[src/logic/fsrx_defines.vh]
// Constants for the FSK receive back end: register map, fields, timing.
`ifndef FSRX_DEFINES_VH
`define FSRX_DEFINES_VH
// ****************************************************************
// Register word indices (times four for the byte address on the bus)
// ****************************************************************
`define FSRX_A_PKT_OPT    10'h108
`define FSRX_A_SYNC_LO    10'h10c
`define FSRX_A_SYNC_MID   10'h10d
`define FSRX_A_SYNC_HI    10'h10e
`define FSRX_A_SYNC_SET   10'h10f
`define FSRX_A_DISCR      10'h305
`define FSRX_A_RATE_UP    10'h30e
`define FSRX_A_RATE_LO    10'h30f
`define FSRX_A_POSTF      10'h38b
`define FSRX_A_FC_SET     10'h3f7
`define FSRX_A_FC_ERR     10'h3fa
`define FSRX_A_FC_RANGE   10'h3f8
`define FSRX_A_GAIN       10'h3f9
`define FSRX_A_IRQ_EN1    10'h3e0
`define FSRX_A_IRQ_EN2    10'h3e1
`define FSRX_A_STATUS     10'h3e2
`define FSRX_A_RX_BASE    10'h3e3
`define FSRX_A_RX_COUNT   10'h3e4
`define FSRX_A_MEM_ADDR   10'h3e5
`define FSRX_A_MEM_DATA   10'h3e6
`define FSRX_A_PAY_LEN    10'h3e7
// ****************************************************************
// Fields and values
// ****************************************************************
`define FSRX_IRQ_SYNC     0
`define FSRX_IRQ_PKT      1
`define FSRX_MODE_AUTO    2'h3
`define FSRX_MODE_CLEAR   2'h2
`define FSRX_PREAMBLE     8'haa
`define FSRX_SYNC_BYTES   3'h4
`define FSRX_CRC_INIT     16'h0000
`define FSRX_CRC_POLY     16'h1021
`define FSRX_GAIN_RESET   8'h99
`define FSRX_PAY_RESET    8'h04
`define FSRX_ZERO8        8'h00
`define FSRX_SYNC_RESET   8'h18
`define FSRX_SYNC_MAX     5'd24
`define FSRX_SYNC_MIN     5'h01
`endif

[src/logic/fsrx_top.v]
// FSK receive back end: sync match, payload store, CRC check, frequency correction.
//
// Local design decision: the Wishbone register port.
`timescale 1ns/100ps
`default_nettype none
`include "fsrx_defines.vh"
// ****************************************************************
// Overview
// ****************************************************************
// Bits arrive on a pin pair: a level and a strobe from the data
// recovery loop. Both pass three flops; the strobe counts on its
// rising edge once the last two stages agree, so a bit is taken once.
// After a qualified preamble the matcher looks at every bit for at
// most four byte periods. A match within tolerance opens the payload
// phase: the sync word itself is never written, only what follows it.
// Payload bytes go to the local packet memory from the base pointer,
// then two check bytes follow. The running check word over payload
// and check bytes ends at zero for a clean packet.
// With the check disabled the two check bytes are stored as data and
// no packet event is raised; the sync event is the host's cue then.
// Frequency correction follows the measured error while idle and
// unlocked, freezes on preamble and opens again on a search timeout
// or at packet end.
// Limitation: the payload length comes from a register, not from the
// packet; a length field on air is stored as ordinary payload.
// Trade-off: memory read data is registered to keep the bus path
// short, so it lags a new memory address by one cycle.
// Preamble pulses outside packet mode are ignored, so a stray pulse
// cannot park the receiver in the search state.
module fsrx_top (
  input  wire        clk_i,         // 125 MHz system clock
  input  wire        rst_n_i,       // Synchronous reset, active low
  input  wire        wb_cyc_i,      // Wishbone cycle
  input  wire        wb_stb_i,      // Wishbone strobe
  input  wire        wb_we_i,       // Wishbone write enable
  input  wire [3:0]  wb_sel_i,      // Byte select, lane 0 used
  input  wire [11:0] wb_adr_i,      // Byte address
  input  wire [31:0] wb_dat_i,      // Write data
  output reg  [31:0] wb_dat_o,      // Read data
  output reg         wb_ack_o,      // Acknowledge
  input  wire        rx_bit_i,      // Demodulated bit from radio
  input  wire        rx_bit_en_i,   // Strobe per recovered bit, high two cycles or more to be taken
  input  wire        preamble_det_i,// Preamble qualified, one-cycle pulse
  input  wire        fsk_mode_i,    // High in FSK packet mode
  input  wire [7:0]  freq_err_i,    // Measured frequency error, signed kHz
  output reg  [7:0]  freq_corr_o,   // Applied correction, signed kHz
  output reg         fc_locked_o,   // Correction loop locked
  output reg         sync_evt_o,    // Sync-detect event line
  output reg         pkt_evt_o      // Packet-received event line
);
  // ****************************************************************
  // Registers
  // ****************************************************************
  reg [7:0] pkt_opt_q, sync_lo_q, sync_mid_q, sync_hi_q, sync_set_q;
  reg [7:0] discr_q, rate_up_q, rate_lo_q, postf_q, fc_set_q, fc_err_q;
  reg [7:0] fc_range_q, gain_q, en1_q, en2_q, rx_base_q, rx_count_q;
  reg [7:0] mem_addr_q, pay_len_q;
  reg [1:0] status_q;
  reg [7:0] mem [0:255];
  reg [7:0] mem_rd_q;
  wire [9:0] reg_adr = wb_adr_i[11:2];
  wire       wb_req  = wb_cyc_i & wb_stb_i & ~wb_ack_o;
  wire       wb_wr   = wb_req & wb_we_i & wb_sel_i[0];
  wire       st_clr  = wb_wr & (reg_adr == `FSRX_A_STATUS);
  // ****************************************************************
  // Pin input synchroniser, three stages
  // ****************************************************************
  // Unreset on purpose: three idle clock cycles flush any power-up value
  reg [2:0] bit_s, en_s;
  reg       en_prev_q;
  // Strobe level seen last, updated only when two stages agree
  always @(posedge clk_i) begin
    bit_s <= {bit_s[1:0], rx_bit_i};
    en_s  <= {en_s[1:0], rx_bit_en_i};
    if (en_s[2] == en_s[1])
      en_prev_q <= en_s[2];
  end
  wire bit_ok  = (bit_s[2] == bit_s[1]) ? bit_s[2] : bit_s[2];
  // Bits are retimed to the local clock; the recovery loop sets the pace
  wire bit_stb = (en_s[2] == en_s[1]) & en_s[2] & ~en_prev_q;
  // ****************************************************************
  // Sync matcher
  // ****************************************************************
  reg  [23:0] shift_q;
  wire [23:0] pattern = {sync_hi_q, sync_mid_q, sync_lo_q};
  // A length of zero still compares one bit; anything past 24 is 24
  wire [4:0]  mlen    = (sync_set_q[4:0] == 5'h00) ? `FSRX_SYNC_MIN :
                        (sync_set_q[4:0] > `FSRX_SYNC_MAX) ? `FSRX_SYNC_MAX : sync_set_q[4:0];
  // Bits above the match length never count as errors
  wire [23:0] mask    = ~(24'hffffff << mlen);
  wire [23:0] diff    = (shift_q ^ pattern) & mask;
  reg  [4:0]  errs;
  integer k;
  // Population count of the masked difference
  always @* begin
    errs = 5'h00;
    for (k = 0; k < 24; k = k + 1)
      errs = errs + {4'h0, diff[k]};
  end
  // Tolerance zero to three mismatches
  wire sync_hit = (errs <= {3'h0, sync_set_q[6:5]});
  // ****************************************************************
  // Receive state machine
  // ****************************************************************
  localparam S_IDLE = 2'h0, S_SRCH = 2'h1, S_PAY = 2'h2, S_CRC = 2'h3;
  reg [1:0]  st_q;
  reg [5:0]  bitcnt_q;
  reg [2:0]  bcnt_q;
  reg [7:0]  byte_q, wptr_q, left_q;
  reg [15:0] crc_q;
  reg [1:0]  crcb_q;
  wire [7:0] byte_n = {byte_q[6:0], bit_ok};
  wire [15:0] crc_n = {crc_q[14:0], 1'b0} ^ ((crc_q[15] ^ bit_ok) ? `FSRX_CRC_POLY : 16'h0000);
  reg sync_set_ev, pkt_set_ev;
  // Event pulses last one cycle; the status flags hold them for the host
  always @(posedge clk_i) begin
    sync_set_ev <= 1'b0;
    pkt_set_ev  <= 1'b0;
    if (!rst_n_i) begin
      st_q       <= S_IDLE;
      shift_q    <= 24'h000000;
      bitcnt_q   <= 6'h00;
      bcnt_q     <= 3'h0;
      byte_q     <= `FSRX_ZERO8;
      wptr_q     <= `FSRX_ZERO8;
      left_q     <= `FSRX_ZERO8;
      crc_q      <= `FSRX_CRC_INIT;
      crcb_q     <= 2'h0;
      rx_count_q <= `FSRX_ZERO8;
    end else begin
      // The shifter runs in every state so the matcher sees history
      if (bit_stb)
        shift_q <= {shift_q[22:0], bit_ok};
      case (st_q)
        S_IDLE: begin
          // Only packet mode starts a search
          if (preamble_det_i && fsk_mode_i) begin
            st_q <= S_SRCH;
            bitcnt_q <= 6'h00;
          end
        end
        S_SRCH: begin
          if (bit_stb) begin
            bitcnt_q <= bitcnt_q + 6'h01;
            if (bitcnt_q == {`FSRX_SYNC_BYTES, 3'h0} - 6'h01)
              st_q <= S_IDLE;
          end
          // Judge the word one cycle after the shift, never on stale bits
          if (sync_hit && bitcnt_q != 6'h00 && !bit_stb) begin
            st_q <= S_PAY;
            sync_set_ev <= 1'b1;
            wptr_q <= rx_base_q;
            left_q <= pay_len_q;
            bcnt_q <= 3'h0;
            crc_q <= `FSRX_CRC_INIT;
            rx_count_q <= `FSRX_ZERO8;
          end
        end
        // Payload bytes feed the check word and the memory
        S_PAY: begin
          if (bit_stb) begin
            byte_q <= byte_n;
            bcnt_q <= bcnt_q + 3'h1;
            crc_q <= crc_n;
            if (bcnt_q == 3'h7) begin
              mem[wptr_q] <= byte_n;
              wptr_q <= wptr_q + 8'h01;
              rx_count_q <= rx_count_q + 8'h01;
              left_q <= left_q - 8'h01;
              if (left_q == 8'h01) begin
                st_q <= S_CRC;
                crcb_q <= 2'h0;
              end
            end
          end
        end
        // Two check bytes; a zero residue marks a clean packet
        S_CRC: begin
          if (bit_stb) begin
            byte_q <= byte_n;
            bcnt_q <= bcnt_q + 3'h1;
            crc_q <= crc_n;
            if (bcnt_q == 3'h7) begin
              if (pkt_opt_q[0]) begin
                mem[wptr_q] <= byte_n;
                wptr_q <= wptr_q + 8'h01;
                rx_count_q <= rx_count_q + 8'h01;
              end
              crcb_q <= crcb_q + 2'h1;
              if (crcb_q == 2'h1) begin
                st_q <= S_IDLE;
                pkt_set_ev <= ~pkt_opt_q[0] & (crc_n == 16'h0000);
              end
            end
          end
        end
        default: st_q <= S_IDLE;
      endcase
    end
  end
  // ****************************************************************
  // Status flags: a set in the clearing cycle wins
  // ****************************************************************
  // Event lines are the flags gated by either enable register
  always @(posedge clk_i) begin
    if (!rst_n_i) begin
      status_q <= 2'h0;
      sync_evt_o <= 1'b0;
      pkt_evt_o <= 1'b0;
    end else begin
      status_q <= (status_q & ~(st_clr ? wb_dat_i[1:0] : 2'h0)) | {pkt_set_ev, sync_set_ev};
      sync_evt_o <= status_q[`FSRX_IRQ_SYNC] & (en1_q[`FSRX_IRQ_SYNC] | en2_q[`FSRX_IRQ_SYNC]);
      pkt_evt_o  <= status_q[`FSRX_IRQ_PKT] & (en1_q[`FSRX_IRQ_PKT] | en2_q[`FSRX_IRQ_PKT]);
    end
  end
  // ****************************************************************
  // Frequency correction lock and hold
  // ****************************************************************
  wire fc_auto = fsk_mode_i & (fc_set_q[1:0] == `FSRX_MODE_AUTO);
  wire signed [7:0] ferr  = freq_err_i;
  wire signed [7:0] frng  = fc_range_q;
  // Range is in 1 kHz steps, the same unit as the measured error
  wire signed [7:0] fclip = (ferr > frng) ? frng : (ferr < -frng) ? -frng : ferr;
  // Correction persists across state changes until replaced or cleared
  always @(posedge clk_i) begin
    if (!rst_n_i) begin
      fc_locked_o <= 1'b0;
      freq_corr_o <= `FSRX_ZERO8;
      fc_err_q <= `FSRX_ZERO8;
    end else begin
      if (!fc_locked_o)
        fc_err_q <= freq_err_i;
      if (fc_range_q == `FSRX_ZERO8 && fc_set_q[1:0] == `FSRX_MODE_CLEAR)
        freq_corr_o <= `FSRX_ZERO8;
      else if (fc_auto && !fc_locked_o && st_q == S_IDLE)
        freq_corr_o <= fclip;
      if (!fc_auto)
        fc_locked_o <= 1'b0;
      else if (preamble_det_i && st_q == S_IDLE)
        fc_locked_o <= 1'b1;
      else if (st_q == S_SRCH && bit_stb &&
               bitcnt_q == {`FSRX_SYNC_BYTES, 3'h0} - 6'h01)
        fc_locked_o <= 1'b0;
      else if (st_q == S_CRC && bit_stb && bcnt_q == 3'h7 && crcb_q == 2'h1)
        fc_locked_o <= 1'b0;
    end
  end
  // ****************************************************************
  // Wishbone slave: one-cycle ack, unmapped reads zero
  // ****************************************************************
  // Ack never stands two cycles; a request held past ack is taken again every second cycle
  always @(posedge clk_i) begin
    if (!rst_n_i) begin
      wb_ack_o   <= 1'b0;
      wb_dat_o   <= 32'h00000000;
      pkt_opt_q  <= `FSRX_ZERO8;
      sync_lo_q  <= `FSRX_ZERO8;
      sync_mid_q <= `FSRX_ZERO8;
      sync_hi_q  <= `FSRX_ZERO8;
      sync_set_q <= `FSRX_SYNC_RESET;
      discr_q    <= `FSRX_ZERO8;
      rate_up_q  <= `FSRX_ZERO8;
      rate_lo_q  <= `FSRX_ZERO8;
      postf_q    <= `FSRX_ZERO8;
      fc_set_q   <= `FSRX_ZERO8;
      fc_range_q <= `FSRX_ZERO8;
      gain_q     <= `FSRX_GAIN_RESET;
      en1_q      <= `FSRX_ZERO8;
      en2_q      <= `FSRX_ZERO8;
      rx_base_q  <= `FSRX_ZERO8;
      mem_addr_q <= `FSRX_ZERO8;
      pay_len_q  <= `FSRX_PAY_RESET;
      mem_rd_q   <= `FSRX_ZERO8;
    end else begin
      wb_ack_o <= wb_req;
      // Registered memory read, one cycle behind the address
      mem_rd_q <= mem[mem_addr_q];
      // Writes land on the taking edge; lane 0 only
      if (wb_wr) begin
        case (reg_adr)
          `FSRX_A_PKT_OPT:  pkt_opt_q  <= wb_dat_i[7:0];
          `FSRX_A_SYNC_LO:  sync_lo_q  <= wb_dat_i[7:0];
          `FSRX_A_SYNC_MID: sync_mid_q <= wb_dat_i[7:0];
          `FSRX_A_SYNC_HI:  sync_hi_q  <= wb_dat_i[7:0];
          `FSRX_A_SYNC_SET: sync_set_q <= wb_dat_i[7:0];
          `FSRX_A_DISCR:    discr_q    <= wb_dat_i[7:0];
          `FSRX_A_RATE_UP:  rate_up_q  <= wb_dat_i[7:0];
          `FSRX_A_RATE_LO:  rate_lo_q  <= wb_dat_i[7:0];
          `FSRX_A_POSTF:    postf_q    <= wb_dat_i[7:0];
          `FSRX_A_FC_SET:   fc_set_q   <= wb_dat_i[7:0];
          `FSRX_A_FC_RANGE: fc_range_q <= wb_dat_i[7:0];
          `FSRX_A_GAIN:     gain_q     <= wb_dat_i[7:0];
          `FSRX_A_IRQ_EN1:  en1_q      <= wb_dat_i[7:0];
          `FSRX_A_IRQ_EN2:  en2_q      <= wb_dat_i[7:0];
          `FSRX_A_RX_BASE:  rx_base_q  <= wb_dat_i[7:0];
          `FSRX_A_MEM_ADDR: mem_addr_q <= wb_dat_i[7:0];
          `FSRX_A_PAY_LEN:  pay_len_q  <= wb_dat_i[7:0];
          default: ;
        endcase
      end
      // Read mux runs every cycle; the data is valid with ack
      case (reg_adr)
        `FSRX_A_PKT_OPT:  wb_dat_o <= {24'h0, pkt_opt_q};
        `FSRX_A_SYNC_LO:  wb_dat_o <= {24'h0, sync_lo_q};
        `FSRX_A_SYNC_MID: wb_dat_o <= {24'h0, sync_mid_q};
        `FSRX_A_SYNC_HI:  wb_dat_o <= {24'h0, sync_hi_q};
        `FSRX_A_SYNC_SET: wb_dat_o <= {24'h0, sync_set_q};
        `FSRX_A_DISCR:    wb_dat_o <= {25'h0, discr_q[6:0]};
        `FSRX_A_RATE_UP:  wb_dat_o <= {24'h0, rate_up_q};
        `FSRX_A_RATE_LO:  wb_dat_o <= {24'h0, rate_lo_q};
        `FSRX_A_POSTF:    wb_dat_o <= {24'h0, postf_q};
        `FSRX_A_FC_SET:   wb_dat_o <= {24'h0, fc_set_q};
        `FSRX_A_FC_ERR:   wb_dat_o <= {24'h0, fc_err_q};
        `FSRX_A_FC_RANGE: wb_dat_o <= {24'h0, fc_range_q};
        `FSRX_A_GAIN:     wb_dat_o <= {24'h0, gain_q};
        `FSRX_A_IRQ_EN1:  wb_dat_o <= {24'h0, en1_q};
        `FSRX_A_IRQ_EN2:  wb_dat_o <= {24'h0, en2_q};
        `FSRX_A_STATUS:   wb_dat_o <= {30'h0, status_q};
        `FSRX_A_RX_BASE:  wb_dat_o <= {24'h0, rx_base_q};
        `FSRX_A_RX_COUNT: wb_dat_o <= {24'h0, rx_count_q};
        `FSRX_A_MEM_ADDR: wb_dat_o <= {24'h0, mem_addr_q};
        `FSRX_A_MEM_DATA: wb_dat_o <= {24'h0, mem_rd_q};
        `FSRX_A_PAY_LEN:  wb_dat_o <= {24'h0, pay_len_q};
        default:          wb_dat_o <= 32'h00000000;
      endcase
    end
  end
endmodule // fsrx_top
`default_nettype wire

[config.mk]
export PLATFORM = sky130hd
export DESIGN_NAME = fsrx_top
export DESIGN_NICKNAME = d
export VERILOG_FILES = /design/src/logic/fsrx_top.v
export VERILOG_INCLUDE_DIRS = /design/src /design/src/logic
export SDC_FILE = /design/constraint.sdc
export NUM_CORES = 2
export LEC_CHECK = 0
export ABC_AREA = 1
export BUFFER_PORTS_ARGS = -buffer_cell sky130_fd_sc_hd__buf_2
export CORE_AREA = 2 2 482 676
export CTS_CLUSTER_DIAMETER = 40
export DETAILED_ROUTE_END_ITERATION = 16
export DIE_AREA = 0 0 484 678
export SYNTH_ARGS = -nofsm -noshare
export SYNTH_HDL_FRONTEND = slang
export SYNTH_SLANG_ARGS = --single-unit
[constraint.sdc]
create_clock -name clk_i -period 5.9 [get_ports clk_i]
set_input_delay 1.77 -clock clk_i [delete_from_list [all_inputs] [get_ports clk_i]]
set_output_delay 1.77 -clock clk_i [all_outputs]
set_load 0.05 [all_outputs]
==> impl_metrics.json <==
{
  "status": "finished, final reports clean",
  "critPathCaptureType": "flip-flop",
  "nets": 8762,
  "drtIter0Drc": 6779,
  "slew_headroom_pct": 18.1,
  "rows": 247,
  "core_area_um2": 322000,
  "cap_violations": 0,
  "reg2reg_depth": 26,
  "grt_pass1_vias": 65197,
  "min_period_ns": 5.85,
  "drv_slew": 0,
  "irDropWorstVdd_uv": 261,
  "drive_above_1_share_pct": 7.71,
  "htreeDepth": 4,
  "hold_path.class": "flip-flop to flip-flop",
  "cp.required_ns": 6.72,
  "clk_pin_slew_ns": 0.07,
  "clk_latency_ns": 0.89,
  "syn2layout_area_growth_pct": 12.2,
  "yosys.area.top_type": "edfxtp_1",
  "grt_max_degree": 228,
  "grt_pass1_wl_um": 413000,
  "cts-buffers-inserted": 218,
  "finalHoldViolations": 0,
  "syn_area_um2": 96300,
  "start_kind": "flip-flop",
  "cts_sinks": 2314,
  "wire_per_inst_um": 21.4,
  "fmax_mhz": 171,
  "syn_avg_cell_area_um2": 11.0,
  "grt_overflow": 0,
  "antenna_found_initial": 8,
  "worstSetupPathType": "flip-flop to flip-flop",
  "die_area_um2": 328000,
  "crit_fanout": 8,
  "setup_viol": 0,
  "remaining_drc_errors": 0,
  "skew_ns": 0.0805,
  "dr.pass1.iters": 7,
  "synth_cells": 8771,
  "vias": 66171,
  "clock-root-buffer": "clkbuf_16",
  "min_path_cells": 0,
  "dp_slack_ns": -0.218,
  "leakage_nw": 37.1,
  "regMostFlops": "mem",
  "synth_area_leaders": "edfxtp_1, nand3_1, nand2_1",
  "hpwlAfterDp_um": 165000,
  "start_util_pct": 29.9,
  "largest_reg_flops": 2048,
  "fillers": 32071,
  "place_congestion": 0.895,
  "cpMostUsedCell": "fa_1",
  "ys_types": 51,
  "ys_seq_elements": 2314,
  "post-route-util_pct": 33.6,
  "die_w_um": 484,
  "drt_wl_total_um": 279000,
  "routed_via_density": 5.07,
  "ant_nets": 0,
  "ioPinCount": 109,
  "cts_tree": "built",
  "cp.arrival_ns": 6.67,
  "synth-async-reset-ratio_pct": 0,
  "power_density_nw_per_um2": 303,
  "synth.top_cell.area_share_pct": 63.9,
  "synth_edf_count": 2049,
  "finalPower_mw": 32.8,
  "portBuffers": 55,
  "track_usage_pct": 16.4,
  "top_regs": "mem (2048), shift_q (24), crc_q (16)",
  "seq_area_frac_synth_pct": 69.4,
  "dieHeight_um": 678,
  "finalSetupTns_ns": 0,
  "rsz0062_at_grt": "yes",
  "cts_buffer_depth": 4,
  "synthFlopType": "edfxtp_1",
  "dpl.cell_count": 12645,
  "hold_buffers": 0,
  "period_share_pct": 99.2,
  "setup_ws_ns": 0.0456,
  "tightest_slew_ns": 1.22,
  "slowest_delay_ns": 0.56,
  "ys_warn_count": 0,
  "fin_cells": 13055,
  "crit_slowest_cell": "fa_1"
}
stage by stage:
step / instance area, um2 / hold slack [ns]
floorplan: 96400 / 0.310
global placement: 101000 / 0.314
detailed placement: 101000 / 0.313
CTS: 108000 / 0.324
global route: 108000 / 0.330
finish: 108000 / 0.323
worst paths after layout:
path | startpoint | end | slack, ns
hold / removal | bit_s[1] | bit_s[2] | 0.32
setup reg to reg | sync_set_q[3] | rx_count_q[1] | 0.05
setup / recovery | sync_set_q[3] | rx_count_q[1] | 0.05
hold reg to reg | bit_s[1] | bit_s[2] | 0.32
cells in the mapped netlist, drive strengths merged (3+ instances only):
cell type  number
nand2        2326
edfxtp       2049
nand3        1991
nor2          569
buf           417
dfxtp         265
inv           236
o21ai         236
a21oi         224
clkbuf        163
o22ai          56
ha             37
a211oi         36
nor3           36
nand4          26
fa             17
xor2           17
xnor2          16
o211ai         13
clkinv          8
nor4            6
o31ai           5
a31oi           4
a221oi          3
routing by layer:
metal / part of all wire [%] / track usage [%]
met5: 0.0047 / 0
met1: 38 / 19.6
met4: 6.0 / 9.10
met2: 49 / 28.6
met3: 6.1 / 2.10
power by group:
part	internal (mW)	switching (mW)	total (mW)
Combinational	0.298	0.766	1.06
Sequential	17.7	0.0724	17.8
Clock	7.71	6.23	13.9
Total	25.7	7.07	32.8
what timing repair did:
item / 4_1_cts / 5_1_grt
setup endpoints to repair: 42 / 45
gates cloned: 0 / 3
resized for setup: 13 / 103
pin swaps: 2 / 16
setup buffers: 0 / 8
cell usage in the layout, fill, tap and decap left out, types with 13 or more instances in the layout:
cell type  count
inv_2         20
clkinv_1      53
nand2_1     2299
xor2_1        17
o22ai_1       55
dfxtp_4       14
clkbuf_1      33
inv_1        211
nor2_1       539
dfxtp_1      249
clkinv_2      34
buf_2         55
nand2_2       19
bufinv_16     17
a21oi_1      206
buf_12        24
a211oi_1      34
o21ai_0      210
ha_1          36
nand3_1     1983
buf_4        122
nand4_1       26
a21oi_2       18
edfxtp_1    2049
nor2_2        18
o21ai_1       14
xnor2_1       16
clkbuf_16    221
o211ai_1      13
fa_1          17
conb_1        24
nor3_1        27
worst max-delay path: cells and delay by family (launching register included):
family,cells,cell delay (ns)
adder cells (fa/ha/maj),8,3.52
AND/OR/NAND/NOR,8,0.71
buffers and inverters,7,0.66
AO/OA/AOI/OAI,3,0.51
flip-flops,1,0.37
layout make-up:
cell class	instances	area [um2]	share of cell area, %
repair inverters	2	22.5	0.0208
diodes	4	10.0	0.00926
flip-flops and latches	2314	66900	61.9
repair buffers	207	1740	1.61
inverters	244	968	0.896
well taps	4233	5300	4.90
clock buffers	260	5740	5.31
multi-input cells	5656	26200	24.2
clock inverters	135	1210	1.12
logic make-up after synthesis:
kind of cell / synth area share (%)
compound gates: 3.32
flops: 69.4
other cells: 0.00389
buf+inv: 3.91
fa+ha+maj: 0.834
simple gates: 22.3
xor+xnor: 0.300
Note: power is estimated with default switching activity, not from simulation.
